`config.mk`:
```
export PLATFORM = sky130hd
export DESIGN_NAME = chp_host_port
export DESIGN_NICKNAME = d
export VERILOG_FILES = /design/src/logic/chp_pkg.sv /design/src/logic/chp_skid_buf.sv /design/src/logic/chp_host_port.sv
export SDC_FILE = /design/constraint.sdc
export NUM_CORES = 1
export LEC_CHECK = 0
export BUFFER_PORTS_ARGS = -buffer_cell sky130_fd_sc_hd__buf_2
export CORE_ASPECT_RATIO = 0.8
export CORE_MARGIN = 2
export CORE_UTILIZATION = 45
export DETAILED_ROUTE_END_ITERATION = 12
export PLACE_DENSITY = 0.66
export SLEW_MARGIN = 15
export SYNTH_ARGS = -nofsm -noshare
export SYNTH_HDL_FRONTEND = slang
export SYNTH_SLANG_ARGS = --single-unit
```
`constraint.sdc`:
```
create_clock -name ref_clk -period 4.7 [get_ports ref_clk]
set_input_delay 0.47 -clock ref_clk [delete_from_list [all_inputs] [get_ports ref_clk]]
set_output_delay 0.47 -clock ref_clk [all_outputs]
set_load 0.005 [all_outputs]
```
`src/logic/chp_pkg.sv`:
```
package chp_pkg;

	// Access modes
	typedef enum logic [1:0] {
		CHP_MODE_MEM,
		CHP_MODE_IO,
		CHP_MODE_IDE
	} chp_mode_t;

	// Byte lane selection
	typedef enum logic [1:0] {
		CHP_LANE_NONE,
		CHP_LANE_EVEN,
		CHP_LANE_ODD,
		CHP_LANE_WORD
	} chp_lane_t;

	localparam int          CHP_DATA_W      = 16;
	localparam int          CHP_ADDR_W      = 3;
	localparam int          CHP_SECTOR_B    = 512;
	localparam int          CHP_INIT_NS     = 2000;
	localparam int          CHP_CLK_NS      = 8;
	localparam int          CHP_INIT_CYC    = (CHP_INIT_NS + CHP_CLK_NS - 1) / CHP_CLK_NS;
	localparam int          CHP_PULSE_NS    = 80;
	localparam int          CHP_PULSE_CYC   = (CHP_PULSE_NS + CHP_CLK_NS - 1) / CHP_CLK_NS;
	localparam logic [15:0] CHP_WORD_RESET  = 16'h0000;
	localparam int          CHP_ODD_LSB     = 8;

	// Host access as seen by the core side
	typedef struct packed {
		logic [CHP_ADDR_W-1:0] addr;
		logic                  write;
		logic                  ctrl_block;
		logic                  attr;
		chp_lane_t             lane;
		logic [CHP_DATA_W-1:0] wdata;
	} chp_req_t;

endpackage

```
`src/logic/chp_skid_buf.sv`:
```
`timescale 1ns/100ps
module chp_skid_buf
	import chp_pkg::*;
#(
	parameter int WIDTH = CHP_DATA_W
) (
	// Clock and reset
	input  wire logic             ref_clk,
	input  wire logic             rst_b,
	// Fill side
	input  wire logic             in_valid,
	output logic                  in_ready,
	input  wire logic [WIDTH-1:0] in_data,
	// Drain side
	output logic                  out_valid,
	input  wire logic             out_ready,
	output logic      [WIDTH-1:0] out_data
);

	logic [WIDTH-1:0] mem_q [2];
	logic             wr_q;
	logic             rd_q;
	logic [1:0]       cnt_q;
	logic             push;
	logic             pop;

	assign push      = in_valid && in_ready;
	assign pop       = out_valid && out_ready;
	assign in_ready  = (cnt_q != 2'h2);
	assign out_valid = (cnt_q != 2'h0);
	assign out_data  = mem_q[rd_q];

	// Storage
	always_ff @(posedge ref_clk) begin
		if (push) begin
			mem_q[wr_q] <= in_data;
		end
	end

	// Pointers and fill level
	always_ff @(posedge ref_clk or negedge rst_b) begin
		if (!rst_b) begin
			wr_q  <= 1'b0;
			rd_q  <= 1'b0;
			cnt_q <= 2'h0;
		end else begin
			if (push) begin
				wr_q <= ~wr_q;
			end
			if (pop) begin
				rd_q <= ~rd_q;
			end
			cnt_q <= 2'(cnt_q + {1'b0, push} - {1'b0, pop});
		end
	end

	a_buf_no_over: assert property (@(posedge ref_clk) disable iff (!rst_b)
		(cnt_q == 2'h2) |-> !in_ready) else $error("buffer accepted while full");

endmodule

```
`src/logic/chp_host_port.sv`:
```
`timescale 1ns/100ps
module chp_host_port
	import chp_pkg::*;
#(
	parameter int INIT_CYC  = CHP_INIT_CYC,
	parameter int SECTOR_B  = CHP_SECTOR_B
) (
	// Clock and reset
	input  wire logic                  ref_clk,
	input  wire logic                  rst_b,
	// Host selects and strobes
	input  wire logic                  card_enable_low_b,
	input  wire logic                  card_enable_high_b,
	input  wire logic [CHP_ADDR_W-1:0] host_address_low,
	input  wire logic                  io_read_strobe_b,
	input  wire logic                  io_write_strobe_b,
	input  wire logic                  mem_read_b,
	input  wire logic                  mem_write_b,
	input  wire logic                  attribute_select_b,
	input  wire logic                  ide_mode_select,
	input  wire logic                  drive_number_select_b,
	input  wire logic                  dma_acknowledge_in_b,
	input  wire logic                  io_mode_strap,
	// Host data bus
	input  wire logic [CHP_DATA_W-1:0] host_data_bus_in,
	output logic      [CHP_DATA_W-1:0] host_data_bus_out,
	output logic                       host_data_bus_oe,
	// Host status outputs
	output logic                       ready_busy_out,
	output logic                       card_irq_out_b,
	output logic                       ide_irq_out,
	output logic                       cycle_extend_b,
	output logic                       battery_status_one,
	output logic                       battery_status_two,
	output logic                       status_change_out_b,
	output logic                       dma_request_out,
	// Master/slave lines
	input  wire logic                  pass_diagnostic_in,
	output logic                       pass_diagnostic_out,
	output logic                       pass_diagnostic_oe,
	input  wire logic                  active_slave_present_in_b,
	output logic                       active_slave_present_out_b,
	output logic                       active_slave_present_oe,
	// Core side
	input  wire logic                  iface_ready,
	input  wire logic                  irq_req,
	input  wire logic                  irq_level_mode,
	input  wire logic                  diag_done,
	input  wire logic                  disk_active,
	input  wire logic                  status_changed,
	input  wire logic                  status_change_en,
	input  wire logic                  dma_pending,
	output logic                       req_valid,
	input  wire logic                  req_ready,
	output chp_req_t                   req_out,
	input  wire logic                  rd_valid,
	output logic                       rd_ready,
	input  wire logic [CHP_DATA_W-1:0] rd_data,
	output logic                       mode_is_ide,
	output logic                       device_one,
	output logic                       sector_done
);

	typedef enum logic [1:0] {
		ST_INIT,
		ST_IDLE,
		ST_BUSY,
		ST_HOLD
	} chp_state_t;

	chp_state_t               st_q;
	chp_mode_t                mode_q;
	logic                     dev1_q;
	logic                     strap_done_q;
	logic [31:0]              init_cnt_q;
	logic [31:0]              pulse_cnt_q;
	logic [15:0]              word_cnt_q;
	logic                     sect_end_q;
	logic [CHP_DATA_W-1:0]    rdat_q;
	logic                     oe_q;
	logic                     irq_q;
	logic                     irq_d1_q;
	chp_req_t                 req_d;
	logic                     rd_strobe;
	logic                     wr_strobe;
	logic                     sel;
	logic                     access;
	logic                     enq_ready;
	logic                     deq_valid;
	logic [$bits(chp_req_t)-1:0] deq_bits;
	chp_lane_t                lane;

	assign mode_is_ide = (mode_q == CHP_MODE_IDE);
	assign device_one  = dev1_q;

	// Mode and device strap capture after reset release
	always_ff @(posedge ref_clk or negedge rst_b) begin
		if (!rst_b) begin
			mode_q       <= CHP_MODE_MEM;
			dev1_q       <= 1'b0;
			strap_done_q <= 1'b0;
		end else if (!strap_done_q) begin
			strap_done_q <= 1'b1;
			if (!ide_mode_select) begin
				mode_q <= CHP_MODE_IDE;
				dev1_q <= drive_number_select_b;
			end else begin
				mode_q <= io_mode_strap ? CHP_MODE_IO : CHP_MODE_MEM;
				dev1_q <= 1'b0;
			end
		end
	end

	// Lane decode from enables and address bit zero
	always_comb begin
		lane = CHP_LANE_NONE;
		if (mode_q == CHP_MODE_IDE) begin
			lane = CHP_LANE_WORD;
		end else if (!card_enable_low_b && !card_enable_high_b) begin
			lane = CHP_LANE_WORD;
		end else if (!card_enable_low_b) begin
			lane = host_address_low[0] ? CHP_LANE_ODD : CHP_LANE_EVEN;
		end else if (!card_enable_high_b) begin
			lane = CHP_LANE_ODD;
		end
	end

	// Strobe and select decode per mode
	always_comb begin
		rd_strobe = 1'b0;
		wr_strobe = 1'b0;
		sel       = 1'b0;
		unique case (mode_q)
			CHP_MODE_MEM: begin
				sel       = (lane != CHP_LANE_NONE);
				rd_strobe = !mem_read_b;
				wr_strobe = !mem_write_b;
			end
			CHP_MODE_IO: begin
				sel       = (lane != CHP_LANE_NONE);
				rd_strobe = iface_ready && (!io_read_strobe_b || (!mem_read_b && !attribute_select_b));
				wr_strobe = iface_ready && (!io_write_strobe_b || (!mem_write_b && !attribute_select_b));
			end
			CHP_MODE_IDE: begin
				sel       = !card_enable_low_b || !card_enable_high_b || !dma_acknowledge_in_b;
				rd_strobe = iface_ready && !io_read_strobe_b;
				wr_strobe = iface_ready && !io_write_strobe_b;
			end
			default: begin
				sel = 1'b0;
			end
		endcase
	end

	assign access = sel && (rd_strobe ^ wr_strobe) && strap_done_q;

	// Request fields
	always_comb begin
		req_d            = '0;
		req_d.addr       = host_address_low;
		req_d.write      = wr_strobe;
		req_d.lane       = lane;
		req_d.ctrl_block = mode_is_ide && card_enable_low_b && !card_enable_high_b;
		req_d.attr       = (mode_q == CHP_MODE_MEM) ? !attribute_select_b : 1'b0;
		req_d.wdata      = host_data_bus_in;
		if (lane == CHP_LANE_ODD && !card_enable_low_b) begin
			req_d.wdata = {host_data_bus_in[CHP_ODD_LSB +: 8], host_data_bus_in[CHP_ODD_LSB +: 8]};
		end
	end

	// Access sequencer
	always_ff @(posedge ref_clk or negedge rst_b) begin
		if (!rst_b) begin
			st_q       <= ST_INIT;
			init_cnt_q <= 32'h0;
		end else begin
			unique case (st_q)
				ST_INIT: begin
					init_cnt_q <= init_cnt_q + 32'h1;
					if (init_cnt_q >= 32'(INIT_CYC - 1)) begin
						st_q <= ST_IDLE;
					end
				end
				ST_IDLE: begin
					if (access && enq_ready) begin
						st_q <= wr_strobe ? ST_HOLD : ST_BUSY;
					end
				end
				ST_BUSY: begin
					if (rd_valid) begin
						st_q <= ST_HOLD;
					end
				end
				ST_HOLD: begin
					if (!rd_strobe && !wr_strobe) begin
						st_q <= ST_IDLE;
					end
				end
			endcase
		end
	end

	assign rd_ready = (st_q == ST_BUSY);

	// Read data register and bus drive
	always_ff @(posedge ref_clk or negedge rst_b) begin
		if (!rst_b) begin
			rdat_q <= CHP_WORD_RESET;
			oe_q   <= 1'b0;
		end else begin
			if (st_q == ST_BUSY && rd_valid) begin
				rdat_q <= (lane == CHP_LANE_ODD && !card_enable_low_b) ?
					{rd_data[CHP_ODD_LSB +: 8], rd_data[CHP_ODD_LSB +: 8]} : rd_data;
			end
			oe_q <= sel && rd_strobe && (st_q == ST_HOLD);
		end
	end

	assign host_data_bus_out = rdat_q;
	assign host_data_bus_oe  = oe_q;

	// Sector word count
	always_ff @(posedge ref_clk or negedge rst_b) begin
		if (!rst_b) begin
			word_cnt_q <= 16'h0;
			sect_end_q <= 1'b0;
		end else if (st_q == ST_IDLE && access && enq_ready && host_address_low == '0 && !req_d.ctrl_block) begin
			word_cnt_q <= (word_cnt_q == 16'(SECTOR_B / 2 - 1)) ? 16'h0 : word_cnt_q + 16'h1;
			sect_end_q <= (word_cnt_q == 16'(SECTOR_B / 2 - 1));
		end else if (st_q == ST_IDLE) begin
			sect_end_q <= 1'b0;
		end
	end

	assign sector_done = sect_end_q && (st_q == ST_HOLD);

	// Interrupt shaping
	always_ff @(posedge ref_clk or negedge rst_b) begin
		if (!rst_b) begin
			irq_d1_q    <= 1'b0;
			irq_q       <= 1'b0;
			pulse_cnt_q <= 32'h0;
		end else begin
			irq_d1_q <= irq_req;
			if (irq_level_mode) begin
				irq_q <= irq_req;
			end else if (irq_req && !irq_d1_q) begin
				irq_q       <= 1'b1;
				pulse_cnt_q <= 32'(CHP_PULSE_CYC);
			end else if (pulse_cnt_q != 32'h0) begin
				pulse_cnt_q <= pulse_cnt_q - 32'h1;
				irq_q       <= (pulse_cnt_q != 32'h1);
			end else begin
				irq_q <= 1'b0;
			end
		end
	end

	assign ready_busy_out      = (mode_q == CHP_MODE_MEM) ? (st_q != ST_INIT) : 1'b1;
	assign card_irq_out_b      = !((mode_q == CHP_MODE_IO) && irq_q);
	assign ide_irq_out         = mode_is_ide && irq_req;
	assign cycle_extend_b      = !(st_q == ST_BUSY || (st_q == ST_IDLE && access && !enq_ready));
	assign battery_status_one  = (mode_q == CHP_MODE_IO) ? !(status_change_en && status_changed) : 1'b1;
	assign battery_status_two  = 1'b1;
	assign status_change_out_b = battery_status_one;
	assign dma_request_out     = mode_is_ide && dma_pending;

	// Master/slave handshake lines, driven only when enabled: slave present drives low, pass diagnostic drives high
	assign pass_diagnostic_out        = 1'b1;
	assign pass_diagnostic_oe         = mode_is_ide && dev1_q && diag_done;
	assign active_slave_present_out_b = 1'b0;
	assign active_slave_present_oe    = mode_is_ide && (dev1_q ? diag_done : disk_active);

	chp_skid_buf #(
		.WIDTH ($bits(chp_req_t))
	) u_req_buf (
		.ref_clk   (ref_clk),
		.rst_b     (rst_b),
		.in_valid  (st_q == ST_IDLE && access),
		.in_ready  (enq_ready),
		.in_data   (req_d),
		.out_valid (deq_valid),
		.out_ready (req_ready),
		.out_data  (deq_bits)
	);

	assign req_valid = deq_valid;
	assign req_out   = chp_req_t'(deq_bits);

	a_busy_init: assert property (@(posedge ref_clk) disable iff (!rst_b)
		(st_q == ST_INIT && mode_q == CHP_MODE_MEM) |-> !ready_busy_out) else $error("ready high during init");
	a_mem_io_ign: assert property (@(posedge ref_clk) disable iff (!rst_b)
		(mode_q == CHP_MODE_MEM && mem_read_b && mem_write_b) |-> !access) else $error("memory mode took io strobe");
	a_not_ready_ign: assert property (@(posedge ref_clk) disable iff (!rst_b)
		(mode_q != CHP_MODE_MEM && !iface_ready) |-> !access) else $error("strobe taken before setup");
	a_ide_irq_hi: assert property (@(posedge ref_clk) disable iff (!rst_b)
		(mode_is_ide && irq_req) |-> ide_irq_out && card_irq_out_b) else $error("ide irq not high");
	a_mode_fixed: assert property (@(posedge ref_clk) disable iff (!rst_b)
		strap_done_q |=> $stable(mode_q) && $stable(dev1_q)) else $error("mode changed after strap");
	a_diag_dev0: assert property (@(posedge ref_clk) disable iff (!rst_b)
		!dev1_q |-> !pass_diagnostic_oe) else $error("device 0 drove diagnostic");
	a_extend_busy: assert property (@(posedge ref_clk) disable iff (!rst_b)
		(st_q == ST_BUSY) |-> !cycle_extend_b) else $error("cycle not stretched");
	a_batt_high: assert property (@(posedge ref_clk) disable iff (!rst_b)
		(mode_q == CHP_MODE_MEM) |-> battery_status_one && battery_status_two) else $error("battery low");
	a_pulse_len: assert property (@(posedge ref_clk) disable iff (!rst_b)
		(!irq_level_mode && irq_req && !irq_d1_q) |=> irq_q [*3]) else $error("pulse too short");
	a_lane_word: assert property (@(posedge ref_clk) disable iff (!rst_b)
		(mode_q != CHP_MODE_IDE && !card_enable_low_b && !card_enable_high_b) |-> lane == CHP_LANE_WORD)
		else $error("word lane not chosen");

endmodule

```
==> Word level (Yosys, flattened, before mapping) <==
Memories as Yosys holds them, arrays and structs flattened.
Cells that the tools add are included.
{ "classes": {"addsub": 5, "magnitude_cmp": 1, "n_eq_ne": 13, "n_mux": 33, "bitwise_logic": 4, "reduce_logical": 65} }
{ "op_table": {"columns": ["cell", "n"], "rows": [
  ["32-bit 2-to-1 mux", 2],
  ["32-bit by 1-bit adder with 32-bit output, second input constant", 1],
  ["32-bit by 8-bit >= comparator with 1-bit output, second input constant", 1],
  ["1-bit logical AND", 32],
  ["32-bit by 1-bit != test with 1-bit output, second input constant", 1],
  ["32-bit nonzero test", 1],
  ["32-bit by 1-bit subtractor with 32-bit output, second input constant", 1],
  ["2-bit 2-to-1 mux", 10],
  ["16-bit by 1-bit adder with 16-bit output, second input constant", 1],
  ["16-bit by 8-bit == test with 1-bit output, second input constant", 1],
  ["1-bit zero test", 16],
  ["16-bit 2-to-1 mux", 1],
  ["8-bit 2-to-1 mux", 2],
  ["1-bit 2-to-1 mux", 14],
  ["2-bit != test, second input constant", 5],
  ["2-bit nonzero test", 5],
  ["2-bit == test, second input constant", 4],
  ["2-bit case mux with 4 select lines", 1],
  ["1-bit case mux with 3 select lines", 2],
  ["1-bit logical OR", 5],
  ["2-bit by 1-bit == test with 1-bit output, second input constant", 2],
  ["2-bit zero test", 2],
  ["4-bit AND reduction", 1],
  ["3-bit zero test", 1],
  ["other kinds (7)", 9]
]} }
{ "totals": {"regBits": 110, "ramBits": 48, "in_bits": 60, "output_inout_bits": 58, "elab_cells": 137, "n_memories": 1} }
{ "memory_table": {"columns": ["name", "words", "word_bits", "read_ports", "rd_clocked_by_memory_dff", "wr", "line_no", "rtl"], "rows": [
  ["u_req_buf.mem_q", 2, 24, 1, 0, 1, "chp_skid_buf.sv:20", "logic [WIDTH-1:0] mem_q [2];"]
]} }

==> Longest topological paths before layout <==
{ "logic_depth": {"ltp_word": 13, "mapped_depth": 14, "mapped_depth_nobuf": 13} }

==> Hierarchy <==
A second synthesis with hierarchy kept.
{ "unflattened": {"cells_unflattened": 680, "area_unflattened_um2": 7811.2} }
{ "modules_own_cells": {"columns": ["module", "instances", "cells_per_inst", "area_per_inst_um2", "seq_area_each_um2"], "rows": [
  ["chp_host_port", 1, 588, 5863.1, 2652.5],
  ["chp_skid_buf", 1, 92, 1948.1, 1541.5]
]} }

==> Worst setup path before layout <==
OpenSTA, ideal clock, no wires.
{ "synth_path": {"path_type": "register -> register", "from": "register mode_q[0]", "to": "memory u_req_buf.mem_q[0][0] (netlist name), enable pin", "setup_ns": 0.408, "t_arrival_ns": 3.064, "required_ns": 4.292, "slack_ns": 1.228, "stages_incl_launch_ff": 13, "path_buffers": 1, "synth_period_minus_slack_ns": 3.472, "cell_sequence": "dfrtp_1 > inv_1 > ha_1 > clkbuf_1 > nor2_1 > a31oi_1 > o22ai_1 > nand2b_1 > ha_1 > nand3b_1 > nor2_1 > and3_1 > nor2b_1"} }
{ "synth_between": {"elab_chain_len": 10, "elab_cells_between_ends": 16, "classes_between": "eq/ne: 2; mux: 6; bitwise: 1; reduce/logical: 7"} }
{ "synth_lines": {"columns": ["item", "line_no", "rtl"], "rows": [
  ["start: declaration", "chp_host_port.sv:72", "chp_mode_t mode_q;"],
  ["start signal: assignment", "chp_host_port.sv:108", "mode_q <= io_mode_strap ? CHP_MODE_IO : CHP_MODE_MEM;"],
  ["2-bit == test (*)", null, null],
  ["net mode_is_ide", "chp_host_port.sv:59", "output logic mode_is_ide,"],
  ["2-bit 2-to-1 mux", "chp_host_port.sv:117", "if (mode_q == CHP_MODE_IDE) begin"],
  ["2-bit nonzero test", "chp_host_port.sv:135, chp_host_port.sv:140", null],
  ["1-bit case mux with 2 select lines", "chp_host_port.sv:133", "unique case (mode_q)"],
  ["1-bit logical AND (*) (2 in series)", "chp_host_port.sv:155", "assign access = sel && (rd_strobe ^ wr_strobe) && strap_done_q;"],
  ["1-bit logical AND (*)", "chp_host_port.sv:279", ".in_valid (st_q == ST_IDLE && access),"],
  ["1-bit logical AND (*)", "chp_skid_buf.sv:27", "assign push = in_valid && in_ready;"],
  ["1-bit 2-to-1 mux (*)", "chp_skid_buf.sv:35", "if (push) begin"],
  ["1-bit 2-to-1 mux (implied by the code) (*)", "chp_skid_buf.sv:36", "mem_q[wr_q] <= in_data;"],
  ["end: declaration", "chp_skid_buf.sv:20", null]
]} }
The timed path passes the listed nets; every way through them passes the cells marked *.

==> Worst setup path in the final report <==
{ "layout_path": {"from": "register mode_q[0]", "to": "output cycle_extend_b"} }
{ "layout_between": {"elab_chain_len": 10, "elab_cells_between_ends": 16, "classes_between": "eq/ne: 2; mux: 4; bitwise: 1; reduce/logical: 9"} }
{ "layout_lines": {"columns": ["item", "line_no", "rtl"], "rows": [
  ["2-bit == test", "chp_host_port.sv:117, chp_host_port.sv:133", null],
  ["2-bit 2-to-1 mux", "chp_host_port.sv:117", null],
  ["2-bit nonzero test", "chp_host_port.sv:135, chp_host_port.sv:140", null],
  ["1-bit case mux with 2 select lines", "chp_host_port.sv:133", null],
  ["1-bit logical AND (*) (2 in series)", "chp_host_port.sv:155", null],
  ["1-bit logical AND (*) (2 in series)", "chp_host_port.sv:262", "assign cycle_extend_b = !(st_q == ST_BUSY || (st_q == ST_IDLE && access && !enq_ready));"],
  ["1-bit logical OR (*)", "chp_host_port.sv:262", null],
  ["1-bit zero test (*)", "chp_host_port.sv:262", null],
  ["end: declaration", "chp_host_port.sv:32", "output logic cycle_extend_b,"]
]} }
Every way passes the cells marked *; elsewhere a longest branch is shown, timed or not.

==> run_results.csv <==
group,metric,value,unit
pwr,switching_share,34.01,%
global_route,grt_pass1_wl,26350,um
timing,hold_viol_final,0,
timing,finalClockSkew,7.861,ps
routing,routed_wl,15800,um
cts,clk_latency,420,ps
cts,clock_sinks,158,
synthesis,yosys.area.top_type,"dfrtp_1",
routing,drt_first_pass_iters,4,
cts,tritoncts,"yes",
synthesis,synthAdderAreaFrac,2.872,%
synthesis,synth.most_common_cell,"dfrtp_1",
place,dp_hpwl,11190,um
place,gp_congestion,0.8620,
timing,setup_ws,1398,ps
pwr,p_switching,1563,uW
worst_setup_path,startpoint_type,"flip-flop",
global_route,grtUsageTotal,19.09,%
synthesis,synthesis.area,7406,sq um
synthesis,synthMuxAreaShare,7.873,%
finish,fin_nets,828,
timing,layout_min_cycle_time,3302,ps
synthesis,synth_cell_types,58,
synthesis,synth_compound_area_share,5.879,%
cts,clockBufferDepth,2,
global_route,grt_max_degree,74,
synthesis,synth_xor_area_share,6.978,%
routing,wire_per_inst,16.14,um
worst_setup_path,r2r_slack,1690,ps
finish,synthToLayoutAreaGrowth,18.26,%
timing,fin_crit_sh,70.26,%
cts,cts-root-buf,"clkbuf_16",
synthesis,synthSimpleGateAreaFrac,17.28,%
synthesis,synth_area_leaders,"dfrtp_1 (37%), edfxtp_1 (19%), mux2_2 (6.2%)",
floorplanning,initial_core_util,46.42,%
cts,ctsHoldBuffers,0,
finish,drive_gt1_share,26.31,%
worst_setup_path,crit_fanout,12,
pwr,p_int,3033,uW
place,numPortBuffers,112,
floorplanning,dieWidth,147.4,um
finish,n_antenna_cell,0,
cts,cts_resized,0,
synthesis,yosysWarnings,0,
job,maxCapViolations,0,
worst_setup_path,arrival,2830,ps
run_status,status,"complete, no violations",
pwr,clkPwrFrac,28.7,%
pwr,p_leak,0.003831,uW
worst_setup_path,crit_end,"cycle_extend_b",
worst_hold_path,hold_path_class,"in2async",
synthesis,syn_inst,635,
synthesis,synth_edf_count,48,
timing,fin_tns_setup,0,ps
floorplanning,ios,118,
synthesis,syn_area_per_cell,11.66,sq um
cts,cts_setup_buffers,0,
pwr,seqPwrFrac,41.6,%
synthesis,synth_top_family_by_area,"simple AND/OR/NAND/NOR gates",
synthesis,synth_flop_cell,"dfrtp_1",
global_route,first_global_vias,5378,
routing,dr_total_vias,5215,
timing,relSlewSlack,29.80,%
timing,rsz0062_at_grt,"no",
synthesis,netlist.area_leader.share,37.17,%
synthesis,synthArstFlopShare,69.62,%
worst_setup_path,r2r_end,"u_req_buf.mem_q[0][19]",
worst_setup_path,worstSetupPathType,"reg2out",
finish,fin_util,54.90,%
routing,antenna_left,0,
synthesis,synthTopCellsByCount,"dfrtp_1 (110), nand2_1 (52), edfxtp_1 (48)",
floorplanning,rows,41,
cts,cts_buffers,17,
floorplanning,coreArea,15950,sq um
cts,path_clk_slew,60,ps
routing,via_per_inst,5.327,
timing,slew_viol_final,0,
pwr,power_density,524.8,nW/um^2
synthesis,ys_ff_latch,158,
worst_setup_path,r2r_cells,12,
pwr,ir_drop,305.6,uV
worst_setup_path,r2r_start,"mode_q[0]",
timing,setup_viol,0,
timing,max_freq,302.8,MHz
global_route,grt_overflow,0,
floorplanning,dieArea,17510,sq um
routing,post-route-drc-count,0,
global_route,antenna_found_initial,0,
cts,cts_max_level,4,
place,place_ws,1694,ps
worst_setup_path,startpoint,"mode_q[0]",
timing,worst_pin_slew,1053,ps
pwr,power_frac_comb,29.7,%
routing,drt-initial-drc-count,314,
floorplanning,die_h,118.7,um
synthesis,seq_area_frac_synth,56.63,%
worst_setup_path,crit_path_end_kind,"output pin",
worst_setup_path,required,4230,ps
through the flow:
step / instances / power [uW] / area [sq um] / hold slack [ps]
3_3_place_gp: 947 / 3221 / 8185 / 456.4
3_5_place_dp: 947 / 3294 / 8185 / 455.3
5_1_grt: 979 / 4894 / 8758 / 185.1
4_1_cts: 979 / 4629 / 8758 / 177.5
6_report: 979 / 4597 / 8758 / 179.3
2_1_floorplan: 637 / 2891 / 7413 / 174.4
cells in the final DEF (no fill, tap or decap), types with 3 or more instances in the layout:
cell        count
a21oi_1        16
a31oi_1         3
and2_1         10
and3_1         10
buf_2         111
buf_4           7
clkbuf_16      17
clkinvlp_4      3
conb_1          4
dfrtp_1       110
edfxtp_1       48
ha_1           17
inv_1          17
mux2_2         41
mux2i_1        11
nand2_1        52
nand2b_1        8
nand3_1        30
nand3b_1        4
nand4_1        14
nor2_1         42
nor2b_1         6
nor3_1         12
nor4_1         17
nor4b_1         3
o211ai_1        8
o21ai_0        17
o41ai_1         5
or2_2           5
or3_1           7
or4_1           6
xnor2_1        37
xor2_1         22
cell type report:
cell class | instances | area [sq um]
clock buffers | 21 | 464.2
clock inverters | 11 | 108.9
fillers | 1365 | 7196
inverters | 17 | 63.81
multi-input cells | 439 | 3050
flip-flops and latches | 158 | 4194
well taps | 215 | 269.0
repair buffers | 118 | 608.1
cells by family (layout without fill, tap and decap cells):
logic type / count (synthesis) / after routing
muxes: 53 / 53
AOI/OAI and AO/OA: 65 / 65
xor gates and xnor gates: 59 / 59
buffers and inverters: 40 / 167
other: 2 / 4
and+or+nand+nor: 241 / 241
DFF: 158 / 158
adders and majority gates: 17 / 17
power by group through the flow:
stage	Combinational (uW)	Clock (uW)	Sequential (uW)
after global placement	1310	0	1910
after floorplan	1040	0	1850
final	1370	1320	1910
after CTS	1370	1350	1910
after global routing	1530	1420	1950
after detailed placement	1360	0	1930
worst min path at each step:
stage                     slack (ps)  depth (start not counted)             end            from
after global placement           460                          1  word_cnt_q[15]  word_cnt_q[15]
after detailed placement         460                          1  word_cnt_q[15]  word_cnt_q[15]
after CTS                        180                          1        irq_d1_q         irq_req
after floorplan                  170                          0      device_one           rst_b
final                            180                          1  pulse_cnt_q[6]           rst_b
after global routing             190                          1        irq_d1_q         irq_req
routing by layer:
layer	vias to the layer above	routed length [um]	track usage [%]
li1	2516	-	-
met1	2521	7293	24.94
met2	161	7379	31.43
met3	17	862	4.517
met4	0	262	6.370
met5	-	0	0
worst max-delay path, cell delays in order, from the launching register on:
cell and delay, ps:
dfrtp_1 410, inv_1 100, ha_1 460, nor2_1 90, a31oi_1 240, o22ai_1 110, nand2b_1 100, ha_1 230
nand3b_1 120, nor2_1 80, a41oi_1 300, buf_2 170
flip-flops by register name, indices dropped and copies added, names as in the netlist, 2 cells and up:
register           flops
host_data_bus_out     16
init_cnt_q            32
mode_q                 2
pulse_cnt_q           32
st_q                   2
u_req_buf.cnt_q        2
u_req_buf.mem_q       48
word_cnt_q            16
Power figures use the tool's default switching activity.
